<file path="src/shared/ipr_consts.vh">
// Purpose: constants for the interrupt priority control register 0 block
// Assumes: AXI4-Lite, 32-bit data, one aligned word per register
// Notes: What this block does is listed below
// What this block does
// - Field code 111 means priority level 7, the highest level.
// - Code 001 is level 1, lowest enabled; codes between map in order.
// - Code 000 disables the source: no request whatever enable and flag say.
// - Output compare 1 priority lives in bits 10..8, read/write; bit 11 unused.
`ifndef IPR_CONSTS_VH
`define IPR_CONSTS_VH
`define IPR_ADDR_W 4
`define IPR_PRIO_CTRL_0_OFS 4'h0
`define IPR_SRC_STAT_OFS 4'h4
`define IPR_TMR1_LSB 12
`define IPR_OC1_LSB 8
`define IPR_IC1_LSB 4
`define IPR_INT0_LSB 0
`define IPR_FIELD_RST 3'h4
`define IPR_WR_MASK 16'h7777
`define IPR_PRIO_OFF 3'h0
`define IPR_PRIO_MAX 3'h7
`define IPR_RESP_OKAY 2'h0
`define IPR_RESP_SLVERR 2'h2
`endif

</file>
<file path="src/hdl/ipr_prio_reg0.v">
// Purpose: priority control register 0 with AXI4-Lite access and source gating
// Assumes: single clock, requests from same clock domain
// Notes: 0x0 holds the fields, 0x4 reads gated request state
// Notes: writes to 0x4 answer OKAY and change nothing; other offsets answer SLVERR
// Notes: requests and levels trail the register by one clock
//
// The address map and register access over AXI4-Lite are this design's own decisions.
`include "ipr_consts.vh"
module ipr_prio_reg0 (
    input wire clk_i,
    input wire arst_n_i,
    input wire [`IPR_ADDR_W-1:0] s_axi_awaddr,
    input wire s_axi_awvalid,
    output wire s_axi_awready,
    input wire [31:0] s_axi_wdata,
    input wire [3:0] s_axi_wstrb,
    input wire s_axi_wvalid,
    output wire s_axi_wready,
    output reg [1:0] s_axi_bresp,
    output reg s_axi_bvalid,
    input wire s_axi_bready,
    input wire [`IPR_ADDR_W-1:0] s_axi_araddr,
    input wire s_axi_arvalid,
    output wire s_axi_arready,
    output reg [31:0] s_axi_rdata,
    output reg [1:0] s_axi_rresp,
    output reg s_axi_rvalid,
    input wire s_axi_rready,
    input wire [3:0] src_enable_i,
    input wire [3:0] src_flag_i,
    output wire [3:0] src_req_o,
    output wire [11:0] src_level_o,
    output wire [15:0] irq_priority_ctrl_0_o
);
    reg [15:0] irq_priority_ctrl_0_r;
    reg aw_got_r;
    reg w_got_r;
    reg [`IPR_ADDR_W-1:0] aw_addr_r;
    reg [31:0] w_data_r;
    reg [3:0] w_strb_r;
    wire [15:0] wmask;
    wire do_write;
    reg [15:0] irq_priority_ctrl_0_nxt;
    reg [31:0] rd_data_nxt;
    reg [1:0] rd_resp_nxt;
    reg [1:0] wr_resp_nxt;
    wire [2:0] wr_sel;
    wire [2:0] rd_sel;
    wire [31:0] stat_word;
    wire [11:0] prio_fields;
    wire [2:0] timer_one_prio;
    wire [2:0] out_compare_one_prio;
    wire [2:0] in_capture_one_prio;
    wire [2:0] ext_irq_zero_prio;

    // One-hot register select codes
    localparam [2:0] SEL_NONE = 3'h1;
    localparam [2:0] SEL_PRIO = 3'h2;
    localparam [2:0] SEL_STAT = 3'h4;

    // Field extraction, fields ordered ext0, capture1, compare1, timer1
    function [2:0] fld;
        input [15:0] reg_v;
        input integer idx;
        begin
            fld = reg_v[idx*4 +: 3];
        end
    endfunction

    // Register select, shared by the write and read channels
    function [2:0] reg_sel;
        input [`IPR_ADDR_W-1:0] addr_v;
        begin
            if ({addr_v[`IPR_ADDR_W-1:2], 2'h0} == `IPR_PRIO_CTRL_0_OFS) begin
                reg_sel = SEL_PRIO;
            end else if ({addr_v[`IPR_ADDR_W-1:2], 2'h0} == `IPR_SRC_STAT_OFS) begin
                reg_sel = SEL_STAT;
            end else begin
                reg_sel = SEL_NONE;
            end
        end
    endfunction

    // Named views of the four priority fields
    // Code 000 turns a source off; 001..111 are levels 1..7
    assign ext_irq_zero_prio = fld(irq_priority_ctrl_0_r, 0);
    assign in_capture_one_prio = fld(irq_priority_ctrl_0_r, 1);
    assign out_compare_one_prio = fld(irq_priority_ctrl_0_r, 2);
    assign timer_one_prio = fld(irq_priority_ctrl_0_r, 3);
    assign prio_fields = {timer_one_prio, out_compare_one_prio,
                          in_capture_one_prio, ext_irq_zero_prio};
    assign wr_sel = reg_sel(aw_addr_r);
    assign rd_sel = reg_sel(s_axi_araddr);

    // Gated request state as seen by software
    assign stat_word = {28'h0000000, src_req_o};

    // Address and data taken in either order, one write at a time
    assign s_axi_awready = !aw_got_r && !s_axi_bvalid;
    assign s_axi_wready = !w_got_r && !s_axi_bvalid;
    assign do_write = aw_got_r && w_got_r && !s_axi_bvalid;
    assign wmask = {{8{w_strb_r[1]}}, {8{w_strb_r[0]}}} & `IPR_WR_MASK;

    // only field bits take write data
    always @* begin
        irq_priority_ctrl_0_nxt = irq_priority_ctrl_0_r;
        // Only a completed write on the priority offset changes the word
        if (do_write && (wr_sel == SEL_PRIO)) begin
            irq_priority_ctrl_0_nxt = (irq_priority_ctrl_0_r & ~wmask) |
                                      (w_data_r[15:0] & wmask);
        end
    end

    // Write response: status word ignores writes, other offsets refused
    always @* begin
        case (wr_sel)
            SEL_PRIO: wr_resp_nxt = `IPR_RESP_OKAY;
            SEL_STAT: wr_resp_nxt = `IPR_RESP_OKAY;
            default: wr_resp_nxt = `IPR_RESP_SLVERR;
        endcase
    end

    // Reset word: every field at code 100, spare bits clear
    localparam [15:0] PRIO_RST_WORD = {1'b0, `IPR_FIELD_RST, 1'b0, `IPR_FIELD_RST,
                                       1'b0, `IPR_FIELD_RST, 1'b0, `IPR_FIELD_RST};

    // Priority register; spare bits never loaded so they read zero
    always @(posedge clk_i or negedge arst_n_i) begin
        if (!arst_n_i) begin
            irq_priority_ctrl_0_r <= PRIO_RST_WORD;
        end else begin
            irq_priority_ctrl_0_r <= irq_priority_ctrl_0_nxt;
        end
    end

    // Write channel capture and write response
    always @(posedge clk_i or negedge arst_n_i) begin
        if (!arst_n_i) begin
            aw_got_r <= 1'b0;
            w_got_r <= 1'b0;
            aw_addr_r <= {`IPR_ADDR_W{1'b0}};
            w_data_r <= 32'h0000_0000;
            w_strb_r <= 4'h0;
            s_axi_bvalid <= 1'b0;
            s_axi_bresp <= `IPR_RESP_OKAY;
        end else begin
            if (s_axi_awvalid && s_axi_awready) begin
                aw_got_r <= 1'b1;
                aw_addr_r <= s_axi_awaddr;
            end
            if (s_axi_wvalid && s_axi_wready) begin
                w_got_r <= 1'b1;
                w_data_r <= s_axi_wdata;
                w_strb_r <= s_axi_wstrb;
            end
            if (do_write) begin
                aw_got_r <= 1'b0;
                w_got_r <= 1'b0;
                s_axi_bvalid <= 1'b1;
                s_axi_bresp <= wr_resp_nxt;
            end else if (s_axi_bvalid && s_axi_bready) begin
                s_axi_bvalid <= 1'b0;
            end
        end
    end

    // Read channel, one read in flight: address refused while rvalid stands
    assign s_axi_arready = !s_axi_rvalid;

    // Read data and response chosen from the select code
    always @* begin
        rd_data_nxt = 32'h0000_0000;
        rd_resp_nxt = `IPR_RESP_OKAY;
        case (rd_sel)
            SEL_PRIO: begin
                rd_data_nxt = {16'h0000, irq_priority_ctrl_0_r & `IPR_WR_MASK};
            end
            SEL_STAT: begin
                rd_data_nxt = stat_word;
            end
            default: begin
                rd_resp_nxt = `IPR_RESP_SLVERR;
            end
        endcase
    end

    // Answer one cycle after the address; data held while rvalid stands
    always @(posedge clk_i or negedge arst_n_i) begin
        if (!arst_n_i) begin
            s_axi_rvalid <= 1'b0;
            s_axi_rdata <= 32'h0000_0000;
            s_axi_rresp <= `IPR_RESP_OKAY;
        end else if (s_axi_arvalid && s_axi_arready) begin
            s_axi_rvalid <= 1'b1;
            s_axi_rdata <= rd_data_nxt;
            s_axi_rresp <= rd_resp_nxt;
        end else if (s_axi_rvalid && s_axi_rready) begin
            s_axi_rvalid <= 1'b0;
        end
    end

    // Register value straight from the flops
    assign irq_priority_ctrl_0_o = irq_priority_ctrl_0_r;

    // One gate per source
    // Requests and levels are registered, so they follow a field write
    // by one clock; the arbiter outside sees both change together
    genvar gi;
    generate
        for (gi = 0; gi < 4; gi = gi + 1) begin : g_src
            ipr_src_gate u_gate (
                .clk_i(clk_i),
                .arst_n_i(arst_n_i),
                .prio_i(prio_fields[gi*3 +: 3]),
                .enable_i(src_enable_i[gi]),
                .flag_i(src_flag_i[gi]),
                .req_o(src_req_o[gi]),
                .level_o(src_level_o[gi*3 +: 3])
            );
        end
    endgenerate
endmodule // ipr_prio_reg0

</file>
<file path="src/hdl/ipr_src_gate.v">
// Purpose: turns one 3-bit priority field into a gated request and level
// Assumes: enable and flag come from logic on the same clock
// Notes: level output is registered
`include "ipr_consts.vh"
module ipr_src_gate (
    input wire clk_i,
    input wire arst_n_i,
    input wire [2:0] prio_i,
    input wire enable_i,
    input wire flag_i,
    output reg req_o,
    output reg [2:0] level_o
);
    // Zero disables, 1..7 pass straight through as the level
    always @(posedge clk_i or negedge arst_n_i) begin
        if (!arst_n_i) begin
            req_o <= 1'b0;
            level_o <= 3'h0;
        end else begin
            req_o <= enable_i & flag_i & (prio_i != `IPR_PRIO_OFF);
            level_o <= prio_i;
        end
    end
endmodule // ipr_src_gate

</file>
<file path="config.mk">
export PLATFORM = sky130hd
export DESIGN_NAME = ipr_prio_reg0
export DESIGN_NICKNAME = d
export VERILOG_FILES = /design/src/hdl/ipr_prio_reg0.v /design/src/hdl/ipr_src_gate.v
export VERILOG_INCLUDE_DIRS = /design/src /design/src/shared
export SDC_FILE = /design/constraint.sdc
export NUM_CORES = 1
export LEC_CHECK = 0
export BUFFER_PORTS_ARGS = -buffer_cell sky130_fd_sc_hd__buf_2
export CAP_MARGIN = 20
export CELL_PAD_IN_SITES_DETAIL_PLACEMENT = 2
export CELL_PAD_IN_SITES_GLOBAL_PLACEMENT = 2
export CORE_ASPECT_RATIO = 0.5
export CORE_MARGIN = 5
export CORE_UTILIZATION = 30
export CTS_CLUSTER_SIZE = 12
export DETAILED_ROUTE_END_ITERATION = 10
export PLACE_DENSITY_LB_ADDON = 0.25
export SETUP_SLACK_MARGIN = 0.2
export SYNTH_ARGS = -nofsm -noshare
export SYNTH_HDL_FRONTEND = slang
export SYNTH_SLANG_ARGS = --single-unit
</file>
<file path="constraint.sdc">
create_clock -name clk_i -period 4.36 [get_ports clk_i]
set_input_delay 0.218 -clock clk_i [delete_from_list [all_inputs] [get_ports clk_i]]
set_output_delay 0.218 -clock clk_i [all_outputs]
set_load 0.05 [all_outputs]
</file>
# Word-level counts from Yosys, hierarchy flattened
# Index checks and enable logic that the tools add are counted.
[word_totals] ff_bits=94 in_bits=59 word_cells=78
[op_classes] eq_ne=6 n_mux=15 bitwise=12 n_reduce_logical=26
[ops] op="$pmux W15 S2" n=1
[ops] op="$and A16 B15 Y16" n=1
[ops] op="$and A16 B16 Y16" n=1
[ops] op="$not A15 Y16" n=1
[ops] op="$or A16 B16 Y16" n=1
[ops] op="$mux W3" n=4
[ops] op="$reduce_bool A3 Y1" n=4
[ops] op="$logic_and A1 B1 Y1" n=10
[ops] op="$and A1 B1 Y1" n=8
[ops] op="$mux W1" n=8
[ops] op="$reduce_bool A2 Y1" n=4
[ops] op="$eq A3 B2 Y1 const B" n=2
[ops] op="$eq A3 B3 Y1 const B" n=2
[ops] op="$eq A2 B1 Y1 const B" n=2
[ops] op="$logic_not A1 Y1" n=4
[ops] op="$logic_not A2 Y1" n=2
[ops] op="$mux W2" n=2
[ops] op="$reduce_or A2 Y1" n=2

# Depth between registers and ports, before layout
[logic_depth] word_depth=6 ltp_mapped=5

# Hierarchy
# Synthesis repeated with hierarchy kept, for this count alone.
[unflattened] cells_unflattened=169 hier_area_um2=2469.9
[by_module_without_submodules] mod="ipr_prio_reg0" instances=1 cells_per_inst=149 area_per_inst_um2=2029.4
[by_module_without_submodules] mod="ipr_src_gate" instances=4 cells_per_inst=5 area_per_inst_um2=110.1

# Worst setup path after synthesis
# OpenSTA, ideal clock, no wires.
[synth_path] path_kind="flip-flop to flip-flop" start="reg s_axi_bvalid" end="reg (tool-made name)" setup_time_ns=0.125 t_arrival_ns=1.760 required_time_ns=4.235 slack_ns=2.476 path_stages_with_launch=4 n_path_buf=0 path_cell_list="dfrtp_1 > or4b_4 > nor2_4 > mux2_2"
[synth_lines] item="from (decl)" line="ipr_prio_reg0.v:20" text="output reg s_axi_bvalid,"
[synth_lines] item="from (signal assigned)" line="ipr_prio_reg0.v:144" text="s_axi_bvalid <= 1'b0;"
[synth_lines] item="from (signal assigned)" line="ipr_prio_reg0.v:159" text="s_axi_bvalid <= 1'b1;"
[synth_lines] item="from (signal assigned)" line="ipr_prio_reg0.v:162" text="s_axi_bvalid <= 1'b0;"

# Worst setup path in the final report
[layout_path] start="reg s_axi_rvalid" end="reg s_axi_rdata[9]"
[layout_between] elab_chain_len=2
[layout_lines] item="from (decl)" line="ipr_prio_reg0.v:27" text="output reg s_axi_rvalid,"
[layout_lines] item="from (signal assigned)" line="ipr_prio_reg0.v:190" text="s_axi_rvalid <= 1'b0;"
[layout_lines] item="from (signal assigned)" line="ipr_prio_reg0.v:194" text="s_axi_rvalid <= 1'b1;"
[layout_lines] item="from (signal assigned)" line="ipr_prio_reg0.v:198" text="s_axi_rvalid <= 1'b0;"
[layout_lines] item="$logic_not A1 Y1" line="ipr_prio_reg0.v:168" text="assign s_axi_arready = !s_axi_rvalid;"
[layout_lines] item="$logic_and A1 B1 Y1" line="ipr_prio_reg0.v:193" text="end else if (s_axi_arvalid && s_axi_arready) begin"
[layout_lines] item="to (signal assigned)" line="ipr_prio_reg0.v:195" text="s_axi_rdata <= rd_data_nxt;"
[layout_lines] item="to (decl)" line="ipr_prio_reg0.v:25" text="output reg [31:0] s_axi_rdata,"
# Every way passes these cells.
# A chain may end at the register's enable or synchronous reset.

==> metrics <==
RR Endpoint=s_axi_rdata[9]; clock root cell=clkbuf_16; antenna diode count=0; initial antenna violation count=0; detailed placement HPWL=4457 um; Leak=1.629 nW; Placement Cell Area=2905 um^2; CTS Buffer Depth=2; final worst-path cycle share=0.4610; CP max-delay cell=nor3_2; NumNets Final=315; reg-to-reg startpoint=s_axi_rvalid; Slew Viols, Final=0; CTS Buf Count=9; Cell Count, Final, Fillers Out=373; Setup WS pre-CTS=2.370 ns; placed cell count=357; post-cts gate resize count=0; Area growth syn-to-layout=27.48%; Max Cap Violations=0; I/O Pins=132; leading area contributor after synthesis=dfrtp_1; Post-CTS Hold Fix Bufs=0; RSZ-0062 raised after global routing=false; Hold WC Path Type=in2async; Die Span X=139.1 um; Clock Sinks=63; remaining antenna violation count after routing=0; post-synth top area share=0.5906; multiplexer share of the synthesized area=0.1471; core box area=8058 um^2; ranking of synthesized cells by area=dfrtp_1 (59%), mux2_2 (12%), buf_4 (9.0%); number of remaining DRC errors=0; postcts setup bufs=0; most common flop cell mapped by yosys=dfrtp_1; # rows=23; Final WS setup=2.350 ns; pwr dens=867.8 nW/um^2; warnings from Yosys=0; Vias per Instance=4.340; DRC marker count from the first detailed-route iteration=52; GRT overflow=0; arrival time worst endpoint=2.27 ns; Overall Power=0.002766 W; critical path class=reg2reg; gr usage total=0.1245; reg2reg path depth=3; die footprint=10,370 um^2; crit-path max FO=20; number of buffers added on ports=80; gpl congestion=0.6785; Initial Utilization=0.3102; Setup crit end kind=flop; routed vias=1,619; first-pass GRT wire length=9867 um; #FFs+latches synth=63; Setup crit start kind=flop; Hold Vio Cnt, Final=0; fmax=0.4975 GHz; Synth Area in XOR/XNOR=0; Slew HR=0.4257; Post-synth EDFFs=0; H-tree depth=3; clock slew at reported path FFs=0.05 ns; largest net degree at the start of global routing=64; Synth Instances=173; drt pass-1 iters=3; combinational family with the most area after synthesis=multiplexers; number of global-route vias before repair=1,892; Synth cell types=23; Compound-Gate Fraction of Synth Area=0.06957; fin crit period=2.010 ns; Worst path max stage delay=0.77 ns; share of synthesized cell area in full adder, half adder and majority cells=0; synthesized area per cell=14.45 um^2; Worst-Margin Slew=0.8614 ns; setup tns final=0 ns; Worst R2R Setup Slack=2.35 ns; Die Ht=74.55 um; final wirelength=6191 um; Finish-stage setup viols=0; status=finished clean; Post-Synthesis Cell Area=2500 um^2; Routed wire per std cell=16.60 um; Final Cell Area=3187 um^2; post-synthesis sequential area ratio=0.6326; Post-Synth Simple-Gate Area=0.05005; layout cells sized above 1=0.4943; Worst-Skew Late Latency=0.33 ns; peak supply drop=0.2754 mV; Layout Skew=0.004742 ns; CTS tree=yes; post-synthesis async set-or-reset flop share=1.000; Cell Chain, Critical Path=nand2b_1 > nor3_2 > a22o_1; Data required, critical path=4.62 ns
worst max-delay path: cells and delay by family (launching register included):
family	cells	cell delay [ns]
AOI/OAI and AO/OA	1	0.24
DFF	1	0.39
and+or+nand+nor	2	1.31
power breakdown:
group	total [W]	switching (W)	internal, W
Clock	0.000670	0.000238	0.000432
Sequential	0.000994	0.000166	0.000828
Combinational	0.00110	0.000806	0.000295
Total	0.00277	0.00121	0.00156
worst max path at each step:
stage | startpoint | to | slack (ns) | cells past startpoint
3_3_place_gp | s_axi_rvalid | s_axi_rdata[9] | 2.40 | 3
3_5_place_dp | s_axi_rvalid | s_axi_rdata[10] | 2.37 | 3
4_1_cts | s_axi_rvalid | s_axi_rdata[9] | 2.30 | 3
2_1_floorplan | s_axi_bvalid | flop | 2.48 | 3
6_report | s_axi_rvalid | s_axi_rdata[9] | 2.35 | 3
5_1_grt | s_axi_rvalid | s_axi_rdata[6] | 2.21 | 3
cells by family after synthesis:
family                 after synthesis
buffers and inverters               36
AND/OR/NAND/NOR                     19
other                                1
multiplexers                        33
AO/OA/AOI/OAI                       21
flip-flops                          63
final cells by class:
cell class,instances,area [um^2]
fill,863,4871
tap,112,140.1
timing repair buffer,82,415.4
inverter,2,7.507
multi-input combinational,98,760.7
clock buffer,16,281.5
sequential,63,1582
Yosys cell counts (all sizes together), types with 3 or more instances:
| master | instances |
|---|---|
| o311a | 4 |
| nand2 | 7 |
| o31ai | 4 |
| mux2i | 3 |
| buf | 30 |
| clkbuf | 4 |
| nor2b | 4 |
| mux2 | 30 |
| a22o | 9 |
| dfrtp | 59 |
| dfstp | 4 |
| nor2 | 4 |
routing by layer:
| layer | track usage | share of wire |
|---|---|---|
| met5 | 0 | 0 |
| met4 | 0.05206 | 0.016 |
| met3 | 0.04432 | 0.063 |
| met2 | 0.2166 | 0.51 |
| met1 | 0.1439 | 0.41 |
cell usage in the layout (no fill, tap or decap), types with 3 or more instances in the layout:
master     instances
o31ai_1            4
mux2i_1            3
clkbuf_16          9
conb_1            25
nand2_1            7
mux2_2            27
dfstp_2            4
mux2_1             3
buf_2             80
dfrtp_1           59
clkbuf_8           3
o311a_1            4
a22o_1             9
clkbuf_1           4
nor2b_1            4
metrics by stage:
| stage | hold WS [ns] | util |
|---|---|---|
| floorplan | -0.07759 | - |
| global placement | 0.4011 | 0.3606 |
| detailed placement | 0.4067 | 0.3606 |
| global route | 0.07317 | 0.3955 |
| CTS | 0.05864 | 0.3955 |
| finish | 0.05044 | 0.3955 |
Power figures use the tool's default switching activity.
